**src/design/loader_cmd_regs.vh**
```
// constants shared by the loader command unit and its one-time field store
`ifndef LOADER_CMD_REGS_VH
`define LOADER_CMD_REGS_VH

// ****************************************************************
// command codes and parameter totals
// ****************************************************************
`define CALL_CODE            8'h0a
`define CALL_TOTAL           8'h03
`define CHIP_RESET_CODE      8'h0b
`define CHIP_RESET_TOTAL     8'h00
`define OTP_WRITE_CODE       8'h0e
`define OTP_WRITE_TOTAL_4    8'h03
`define OTP_WRITE_TOTAL_8    8'h04
`define OTP_READ_CODE        8'h0f
`define OTP_READ_TOTAL       8'h02
`define MEM_CFG_CODE         8'h11
`define MEM_CFG_TOTAL        8'h02

// ****************************************************************
// reply codes and parameter totals
// ****************************************************************
`define GENERIC_REPLY_CODE   8'ha0
`define GENERIC_REPLY_TOTAL  8'h02
`define OTP_READ_REPLY_CODE  8'haf
`define OTP_READ_REPLY_TOTAL 8'h03

// ****************************************************************
// status words
// ****************************************************************
`define SUCCESS_STATUS       32'h0000_0000
`define INVALID_ARG_STATUS   32'h0000_0069
`define OTP_LOCKED_STATUS    32'h0000_0065
`define OTP_RANGE_STATUS     32'h0000_0066
`define MEM_CFG_FAIL_STATUS  32'h0000_0067
`define UNKNOWN_CMD_STATUS   32'h0000_2711

// ****************************************************************
// byte counts, field store size, executable regions
// ****************************************************************
`define OTP_BYTES_4          32'h0000_0004
`define OTP_BYTES_8          32'h0000_0008
`define OTP_FIELDS           16
`define OTP_INDEX_W          4
`define IFLASH_LO            32'h0000_0000
`define IFLASH_HI            32'h0fff_ffff
`define RAM_LO               32'h2000_0000
`define RAM_HI               32'h2fff_ffff
`define XFLASH_LO            32'h6000_0000
`define XFLASH_HI            32'h7fff_ffff

`endif

```
**src/design/loader_misc_command_unit.v**
```verilog
// loader command unit: call, chip reset, one-time field write/read, memory configure
`timescale 1ns/10ps
`include "loader_cmd_regs.vh"

module loader_misc_command_unit
#(
   parameter FUSE_VARIANT = 0
)
(
   input  wire         core_clk,
   input  wire         rst_n,
   input  wire         ce,
   input  wire         cmd_valid,
   output wire         cmd_ready,
   input  wire [7:0]   command_code,
   input  wire [7:0]   param_total,
   input  wire [31:0]  cmd_param0,
   input  wire [31:0]  cmd_param1,
   input  wire [31:0]  cmd_param2,
   input  wire [31:0]  cmd_param3,
   input  wire [31:0]  cmd_param4,
   output reg          call_req,
   output reg  [31:0]  call_addr,
   output reg  [31:0]  call_arg,
   input  wire         call_done,
   input  wire [31:0]  call_result,
   output reg          mem_cfg_req,
   output reg  [31:0]  mem_cfg_id,
   output reg  [31:0]  mem_cfg_addr,
   input  wire         mem_cfg_done,
   input  wire         mem_cfg_ok,
   output reg          chip_reset,
   output wire         rsp_valid,
   input  wire         rsp_ready,
   output reg  [7:0]   rsp_code,
   output reg  [7:0]   rsp_total,
   output reg  [31:0]  rsp_status,
   output reg  [31:0]  rsp_word1,
   output reg  [31:0]  rsp_word2,
   output reg  [31:0]  rsp_word3
);

   // ****************************************************************
   // states
   // ****************************************************************
   localparam [5:0] ST_IDLE      = 6'h01;
   localparam [5:0] ST_CALL      = 6'h02;
   localparam [5:0] ST_CFG       = 6'h04;
   localparam [5:0] ST_REPLY     = 6'h08;
   localparam [5:0] ST_RST_REPLY = 6'h10;
   localparam [5:0] ST_RST_HOLD  = 6'h20;

   reg  [5:0]               state;
   reg  [5:0]               next_state;
   reg                      next_call_req;
   reg                      next_cfg_req;
   reg                      next_chip_reset;
   reg                      next_load;
   reg  [7:0]               next_code;
   reg  [7:0]               next_total;
   reg  [31:0]              next_status;
   reg  [31:0]              next_word1;
   reg  [31:0]              next_word2;
   reg  [31:0]              next_word3;
   reg                      otp_wr_en;
   reg                      otp_wide;
   wire [31:0]              otp_lo;
   wire [31:0]              otp_hi;
   wire                     otp_locked;
   wire                     cmd_take;
   wire                     idx_ok;
   wire [`OTP_INDEX_W-1:0]  otp_index;

   // ****************************************************************
   // helpers
   // ****************************************************************
   // true when the address falls in an executable region
   function addr_ok;
      input [31:0] a;
      begin
         addr_ok = (a >= `IFLASH_LO && a <= `IFLASH_HI) ||
                   (a >= `RAM_LO && a <= `RAM_HI) ||
                   (a >= `XFLASH_LO && a <= `XFLASH_HI);
      end
   endfunction

   // byte count legal for this variant; fuse parts take a single word only
   function count_ok;
      input [31:0] n;
      begin
         count_ok = (n == `OTP_BYTES_4) ||
                    (FUSE_VARIANT == 0 && n == `OTP_BYTES_8);
      end
   endfunction

   assign cmd_ready = (state == ST_IDLE);
   assign cmd_take  = ce && cmd_valid && cmd_ready;
   assign rsp_valid = (state == ST_REPLY) || (state == ST_RST_REPLY);
   assign otp_index = cmd_param0[`OTP_INDEX_W-1:0];
   assign idx_ok    = (cmd_param0 < `OTP_FIELDS);

   // ****************************************************************
   // field store
   // ****************************************************************
   otp_field_store u_store
   (
      .core_clk  (core_clk),
      .rst_n     (rst_n),
      .ce        (ce),
      .wr_en     (otp_wr_en),
      .wr_index  (otp_index),
      .wr_wide   (otp_wide),
      .wr_lo     (cmd_param2),
      .wr_hi     (cmd_param3),
      .rd_index  (otp_index),
      .rd_lo     (otp_lo),
      .rd_hi     (otp_hi),
      .rd_locked (otp_locked)
   );

   // ****************************************************************
   // decode and sequencing
   // ****************************************************************
   // a command is taken only in idle, so one command runs at a time and
   // the parameter ports need only be stable in the taking cycle
   always @*
   begin
      next_state      = state;
      next_call_req   = call_req;
      next_cfg_req    = mem_cfg_req;
      next_chip_reset = chip_reset;
      next_load       = 1'b0;
      next_code       = `GENERIC_REPLY_CODE;
      next_total      = `GENERIC_REPLY_TOTAL;
      next_status     = `SUCCESS_STATUS;
      next_word1      = {24'h000000, command_code};
      next_word2      = 32'h0000_0000;
      next_word3      = 32'h0000_0000;
      otp_wr_en       = 1'b0;
      otp_wide        = 1'b0;
      case (state)
         ST_IDLE:
         begin
            if (cmd_take)
            begin
               next_load  = 1'b1;
               next_state = ST_REPLY;
               case (command_code)
                  `CALL_CODE:
                  begin
                     // the stack word in cmd_param2 is never forwarded
                     if (param_total != `CALL_TOTAL)
                        next_status = `INVALID_ARG_STATUS;
                     else if (!addr_ok(cmd_param0))
                        next_status = `INVALID_ARG_STATUS;
                     else
                     begin
                        next_load     = 1'b0;
                        next_call_req = 1'b1;
                        next_state    = ST_CALL;
                     end
                  end
                  `CHIP_RESET_CODE:
                  begin
                     if (param_total != `CHIP_RESET_TOTAL)
                        next_status = `INVALID_ARG_STATUS;
                     else
                        next_state = ST_RST_REPLY;
                  end
                  `OTP_WRITE_CODE:
                  begin
                     if (param_total != ((cmd_param1 == `OTP_BYTES_8) ?
                                         `OTP_WRITE_TOTAL_8 : `OTP_WRITE_TOTAL_4))
                        next_status = `INVALID_ARG_STATUS;
                     else if (!count_ok(cmd_param1))
                        next_status = `INVALID_ARG_STATUS;
                     else if (!idx_ok)
                        next_status = `OTP_RANGE_STATUS;
                     else if (otp_locked)
                        next_status = `OTP_LOCKED_STATUS;
                     else
                     begin
                        otp_wr_en = 1'b1;
                        otp_wide  = (cmd_param1 == `OTP_BYTES_8);
                     end
                  end
                  `OTP_READ_CODE:
                  begin
                     next_code  = `OTP_READ_REPLY_CODE;
                     next_total = `OTP_READ_REPLY_TOTAL;
                     next_word1 = 32'h0000_0000;
                     if (param_total != `OTP_READ_TOTAL)
                        next_status = `INVALID_ARG_STATUS;
                     else if (!count_ok(cmd_param1))
                        next_status = `INVALID_ARG_STATUS;
                     else if (!idx_ok)
                        next_status = `OTP_RANGE_STATUS;
                     else
                     begin
                        next_word1 = cmd_param1;
                        next_word2 = otp_lo;
                        next_word3 = (cmd_param1 == `OTP_BYTES_8) ? otp_hi : 32'h0000_0000;
                     end
                  end
                  `MEM_CFG_CODE:
                  begin
                     if (param_total != `MEM_CFG_TOTAL)
                        next_status = `INVALID_ARG_STATUS;
                     else
                     begin
                        next_load    = 1'b0;
                        next_cfg_req = 1'b1;
                        next_state   = ST_CFG;
                     end
                  end
                  default:
                     next_status = `UNKNOWN_CMD_STATUS;
               endcase
            end
         end
         ST_CALL:
         begin
            // the called code may take any time; no timeout is applied
            if (ce && call_done)
            begin
               next_call_req = 1'b0;
               next_load     = 1'b1;
               next_word1    = {24'h000000, `CALL_CODE};
               next_status   = call_result;
               next_state    = ST_REPLY;
            end
         end
         ST_CFG:
         begin
            if (ce && mem_cfg_done)
            begin
               next_cfg_req = 1'b0;
               next_load    = 1'b1;
               next_word1   = {24'h000000, `MEM_CFG_CODE};
               next_status  = mem_cfg_ok ? `SUCCESS_STATUS : `MEM_CFG_FAIL_STATUS;
               next_state   = ST_REPLY;
            end
         end
         ST_REPLY:
         begin
            if (ce && rsp_ready)
               next_state = ST_IDLE;
         end
         ST_RST_REPLY:
         begin
            // the reset fires only after the success reply has left
            if (ce && rsp_ready)
            begin
               next_chip_reset = 1'b1;
               next_state      = ST_RST_HOLD;
            end
         end
         ST_RST_HOLD:
            next_state = ST_RST_HOLD;
         default:
            next_state = ST_IDLE;
      endcase
   end

   // ****************************************************************
   // state and output registers
   // ****************************************************************
   // call, configure and reset strobes and reply words come from flip-flops; the field-store write strobe otp_wr_en is combinational
   always @(posedge core_clk or negedge rst_n)
   begin
      if (!rst_n)
      begin
         state        <= ST_IDLE;
         call_req     <= 1'b0;
         call_addr    <= 32'h0000_0000;
         call_arg     <= 32'h0000_0000;
         mem_cfg_req  <= 1'b0;
         mem_cfg_id   <= 32'h0000_0000;
         mem_cfg_addr <= 32'h0000_0000;
         chip_reset   <= 1'b0;
         rsp_code     <= 8'h00;
         rsp_total    <= 8'h00;
         rsp_status   <= 32'h0000_0000;
         rsp_word1    <= 32'h0000_0000;
         rsp_word2    <= 32'h0000_0000;
         rsp_word3    <= 32'h0000_0000;
      end
      else if (ce)
      begin
         state       <= next_state;
         call_req    <= next_call_req;
         mem_cfg_req <= next_cfg_req;
         chip_reset  <= next_chip_reset;
         if (cmd_take)
         begin
            call_addr    <= cmd_param0;
            call_arg     <= cmd_param1;
            mem_cfg_id   <= cmd_param0;
            mem_cfg_addr <= cmd_param1;
         end
         if (next_load)
         begin
            rsp_code   <= next_code;
            rsp_total  <= next_total;
            rsp_status <= next_status;
            rsp_word1  <= next_word1;
            rsp_word2  <= next_word2;
            rsp_word3  <= next_word3;
         end
      end
   end

endmodule // loader_misc_command_unit

```
**src/design/otp_field_store.v**
```verilog
// one-time field store: flip-flop words with a write-once lock per field
`timescale 1ns/10ps
`include "loader_cmd_regs.vh"

module otp_field_store
(
   input  wire                      core_clk,
   input  wire                      rst_n,
   input  wire                      ce,
   input  wire                      wr_en,
   input  wire [`OTP_INDEX_W-1:0]   wr_index,
   input  wire                      wr_wide,
   input  wire [31:0]               wr_lo,
   input  wire [31:0]               wr_hi,
   input  wire [`OTP_INDEX_W-1:0]   rd_index,
   output wire [31:0]               rd_lo,
   output wire [31:0]               rd_hi,
   output wire                      rd_locked
);

   reg [31:0]              word_lo [0:`OTP_FIELDS-1];
   reg [31:0]              word_hi [0:`OTP_FIELDS-1];
   reg [`OTP_FIELDS-1:0]   locked;
   integer                 i;

   // ****************************************************************
   // storage
   // ****************************************************************
   // an unprogrammed field reads all ones, like an erased cell
   always @(posedge core_clk or negedge rst_n)
   begin
      if (!rst_n)
      begin
         locked <= {`OTP_FIELDS{1'b0}};
         for (i = 0; i < `OTP_FIELDS; i = i + 1)
         begin
            word_lo[i] <= 32'hffff_ffff;
            word_hi[i] <= 32'hffff_ffff;
         end
      end
      else if (ce && wr_en && !locked[wr_index])
      begin
         locked[wr_index]  <= 1'b1;
         word_lo[wr_index] <= wr_lo;
         if (wr_wide)
            word_hi[wr_index] <= wr_hi;
      end
   end

   // reads are direct; the caller registers what it returns
   assign rd_lo     = word_lo[rd_index];
   assign rd_hi     = word_hi[rd_index];
   assign rd_locked = locked[rd_index];

endmodule // otp_field_store

```
**config.mk**
```make
export PLATFORM = sky130hd
export DESIGN_NAME = loader_misc_command_unit
export DESIGN_NICKNAME = d
export VERILOG_FILES = /design/src/design/loader_misc_command_unit.v /design/src/design/otp_field_store.v
export VERILOG_INCLUDE_DIRS = /design/src /design/src/design
export SDC_FILE = /design/constraint.sdc
export NUM_CORES = 2
export LEC_CHECK = 0
export BUFFER_PORTS_ARGS = -buffer_cell sky130_fd_sc_hd__buf_2
export CELL_PAD_IN_SITES_DETAIL_PLACEMENT = 1
export CELL_PAD_IN_SITES_GLOBAL_PLACEMENT = 1
export CORE_MARGIN = 10
export CORE_UTILIZATION = 35
export CTS_BUF_LIST = sky130_fd_sc_hd__clkbuf_16
export DETAILED_ROUTE_END_ITERATION = 16
export HOLD_SLACK_MARGIN = 0.05
export PLACE_DENSITY_LB_ADDON = 0.1
export SLEW_MARGIN = 20
export SYNTH_ARGS = -nofsm -noshare
export SYNTH_HDL_FRONTEND = slang
export SYNTH_SLANG_ARGS = --single-unit
```
**constraint.sdc**
```tcl
create_clock -name core_clk -period 6.1 [get_ports core_clk]
set_clock_uncertainty 0.05 [all_clocks]
set_input_delay 0.915 -clock core_clk [delete_from_list [all_inputs] [get_ports core_clk]]
set_output_delay 0.915 -clock core_clk [all_outputs]
set_load 0.02 [all_outputs]
```
==> results.yml <==
timing:
  period_share: 0.6786
  finalHoldWorstSlack_ns: 0.1712
  hold_viol: 0
  setup_ws_ns: 1.960
  rsz0062_at_grt: "no"
  final.min_clock_period_ns: 4.140
  worst_slew_margin_rel: 0.3531
  setup_viol_count_final: 0
  final.setup.tns_ns: 0
  tightest_slew_ns: 0.9703
  fmax_mhz: 241.6
  slew_violations: 0
logic_synthesis:
  synth-adder-area-share: 0
  synth_top_area_frac: 0.4741
  yosysWarnings: 0
  syn-cell-area_mm2: 0.05681
  synth_compound_area_frac: 0.01835
  async_flop_share: 1.000
  seq_area_frac_synth: 0.5701
  ys_ff_latch: 1243
  synth_top_cell_by_area: "dfstp_2"
  synth_top_family_by_area: "multiplexers"
  synth_common_cells: "dfstp_2, mux2_2, mux4_2, nand2_1, dfrtp_1"
  synth_xor_area_frac: 0.0004625
  syn_inst: 3655
  ys_top_cells_by_area: "dfstp_2, mux2_2, mux4_2"
  synth_most_common_cell: "dfstp_2"
  syn_area_per_cell_um2: 15.54
  synth_top_flop_cell: "dfstp_2"
  synth.mux.area_fraction: 0.3335
  synth_cell_types: 59
  synth_edf_count: 0
  synth-simple-area-share: 0.04086
detailed_routing:
  post_drt_wl_per_cell_um: 27.11
  drt_iter0_markers: 1640
  drt_wl_total_um: 170000
  ant_nets: 0
  drt_pass1_iterations: 4
  vias: 32468
  viasPerCell: 5.177
  drcViolationCount: 0
layout:
  final_core_util: 0.4097
  drive_gt1_frac: 0.7394
  syn2layout_area_growth_pct: 16.07
  n_fill_cell: 15966
  fin_area_mm2: 0.06593
  nNetsFinal: 4196
clock_network:
  htreeDepth: 4
  clock_latency_ns: 0.79
  cts_tree: "built"
  clock-sinks: 1243
  cts_hold_buf: 0
  cts_setup_buffers: 0
  cts_max_path_buffers: 3
  ctsResizeCount: 0
  root_buffer: "clkbuf_16"
  clk_pin_slew_ns: 0.06
  cts_buffers: 148
global_routing:
  grt_start_max_net_pins: 154
  grt_pass1_wl_um: 252600
  grt_overflow: 0
  first_global_vias: 35373
  antenna_found_initial: 29
  grt_usage: 0.1870
worst_setup_path:
  worstSetupPathType: "in -> reg"
  crit_path_max_fanout: 33
  cp_slowest_cell: "nor3_2"
  critical_path_required_ns: 6.73
  crit_chain: "buf_2, nor4_1, nand4_1, nor3_2, nand4_4, nor4_4, buf_4, mux2_2"
  startpoint_type: "primary input"
  cp-end-kind: "flop"
  critical-path-max-stage-delay_ns: 0.76
  worstPathArrival_ns: 4.77
job:
  drv_cap: 0
power:
  p_leak_nw: 28.16
  switching_power_mw: 5.579
  ir_drop_uv: 269.8
  powerDensity_mw_per_mm2: 295.3
  sw_frac_of_total: 0.2866
  p_int_mw: 13.89
  p_comb_frac: 0.119
  p_seq_frac: 0.451
  clkPwrFrac: 0.430
worst_hold_path:
  holdCritPathClass: "in -> async"
floorplan:
  chipWidth_um: 422.9
  io_pins: 493
  coreArea_mm2: 0.1609
  die_h_um: 422.9
  die-area_mm2: 0.1788
  rows: 147
  initial_core_util: 0.3530
placement:
  placed_area_mm2: 0.06134
  dp_hpwl_um: 98210
  place_ws_ns: 1.107
  numPortBuffers: 452
  gp_congestion: 0.7840
run_status:
  status: "finished clean"
-- path summary, 6_finish.rpt --
check                                                from                          endpoint  slack [ns]  cells after the start
min in group core_clk                       cmd_param1[6]       mem_cfg_addr[6]$_DFFE_PN0P_        0.28                      3
max in group asynchronous                           rst_n         rsp_status[5]$_DFFE_PN0P_        4.43                      2
max reg2reg                u_store.locked[14]$_DFFE_PN0P_  u_store.word_lo[326]$_DFFE_PN1P_        2.36                      7
max                                        cmd_param0[28]  u_store.word_lo[326]$_DFFE_PN1P_        1.96                      8
min reg2reg                u_store.locked[15]$_DFFE_PN0P_    u_store.locked[15]$_DFFE_PN0P_        0.41                      1
min                                                 rst_n          rsp_word2[9]$_DFFE_PN0P_        0.17                      1
-- per-layer routing --
metal	track usage	wire (um)	vias to the layer above
met5	0	58	-
met1	0.2549	77390	17801
met2	0.3127	84360	493
met4	0.04518	3133	8
li1	-	-	13940
met3	0.02762	5077	226
-- cells in the final DEF (no fill, tap or decap), drive strengths merged, types with 5 or more instances in the layout --
master and n:
nand3 9, inv 129, buf 534, and2 29
conb 8, mux2 1026, nand2b 8, a221o 6
dfstp 1025, nand2 281, a21o 5, diode 9
bufinv 6, a21oi 9, o2111ai 16, nor3 12
nor2b 6, dfrtp 218, o21ai 76, clkinv 58
nor2 21, or2 19, nor4 35, clkbuf 151
mux2i 8, nand4 11, mux4 324, a22o 22
-- state kept, by name, summed over array words and instances (netlist names) --
signal and cells:
u_store.word_hi 512, u_store.word_lo 512, mem_cfg_addr 32, mem_cfg_id 32, rsp_status 32, rsp_word1 32, rsp_word2 32, rsp_word3 32
u_store.locked 16, state 6, rsp_code 2, call_req 1, chip_reset 1, mem_cfg_req 1
-- power by group through the flow --
stage	logic [mW]	registers, mW	clock network (mW)
detailed placement	2.38	8.91	0
finish	2.32	8.78	8.37
global placement	2.38	8.89	0
floorplan	1.15	9.13	0
CTS	2.38	8.79	8.68
global route	2.49	8.82	9.05
-- through the flow --
step | total power [mW] | std cells
2_1_floorplan | 10.28 | 3662
3_3_place_gp | 11.27 | 5990
3_5_place_dp | 11.29 | 5990
4_1_cts | 19.86 | 6262
5_1_grt | 20.36 | 6267
6_report | 19.47 | 6271
-- worst max-delay path: cells and delay by family --
| family | cells | cell delay (ns) |
|---|---|---|
| and+or+nand+nor | 5 | 2.54 |
| buffers and inverters | 2 | 0.83 |
| muxes | 1 | 0.42 |
-- cells by family after synthesis --
| family | count (synthesis) |
|---|---|
| multiplexers | 1358 |
| flip-flops | 1243 |
| AND/OR/NAND/NOR | 455 |
| buffers and inverters | 438 |
| AO/OA/AOI/OAI | 157 |
| XOR/XNOR | 3 |
| other | 1 |
-- layout make-up --
cell class	count	area, um^2	area share
diodes	9	22.52	0.0003416
clock buffers	150	3754	0.05693
flip-flops and latches	1243	32390	0.4912
well taps	2160	2703	0.04099
inverters	71	266.5	0.004042
clock inverters	122	814.5	0.01235
repair buffers	535	3248	0.04926
multi-input cells	1981	22740	0.3449
Note: power is estimated with default switching activity, not from simulation.
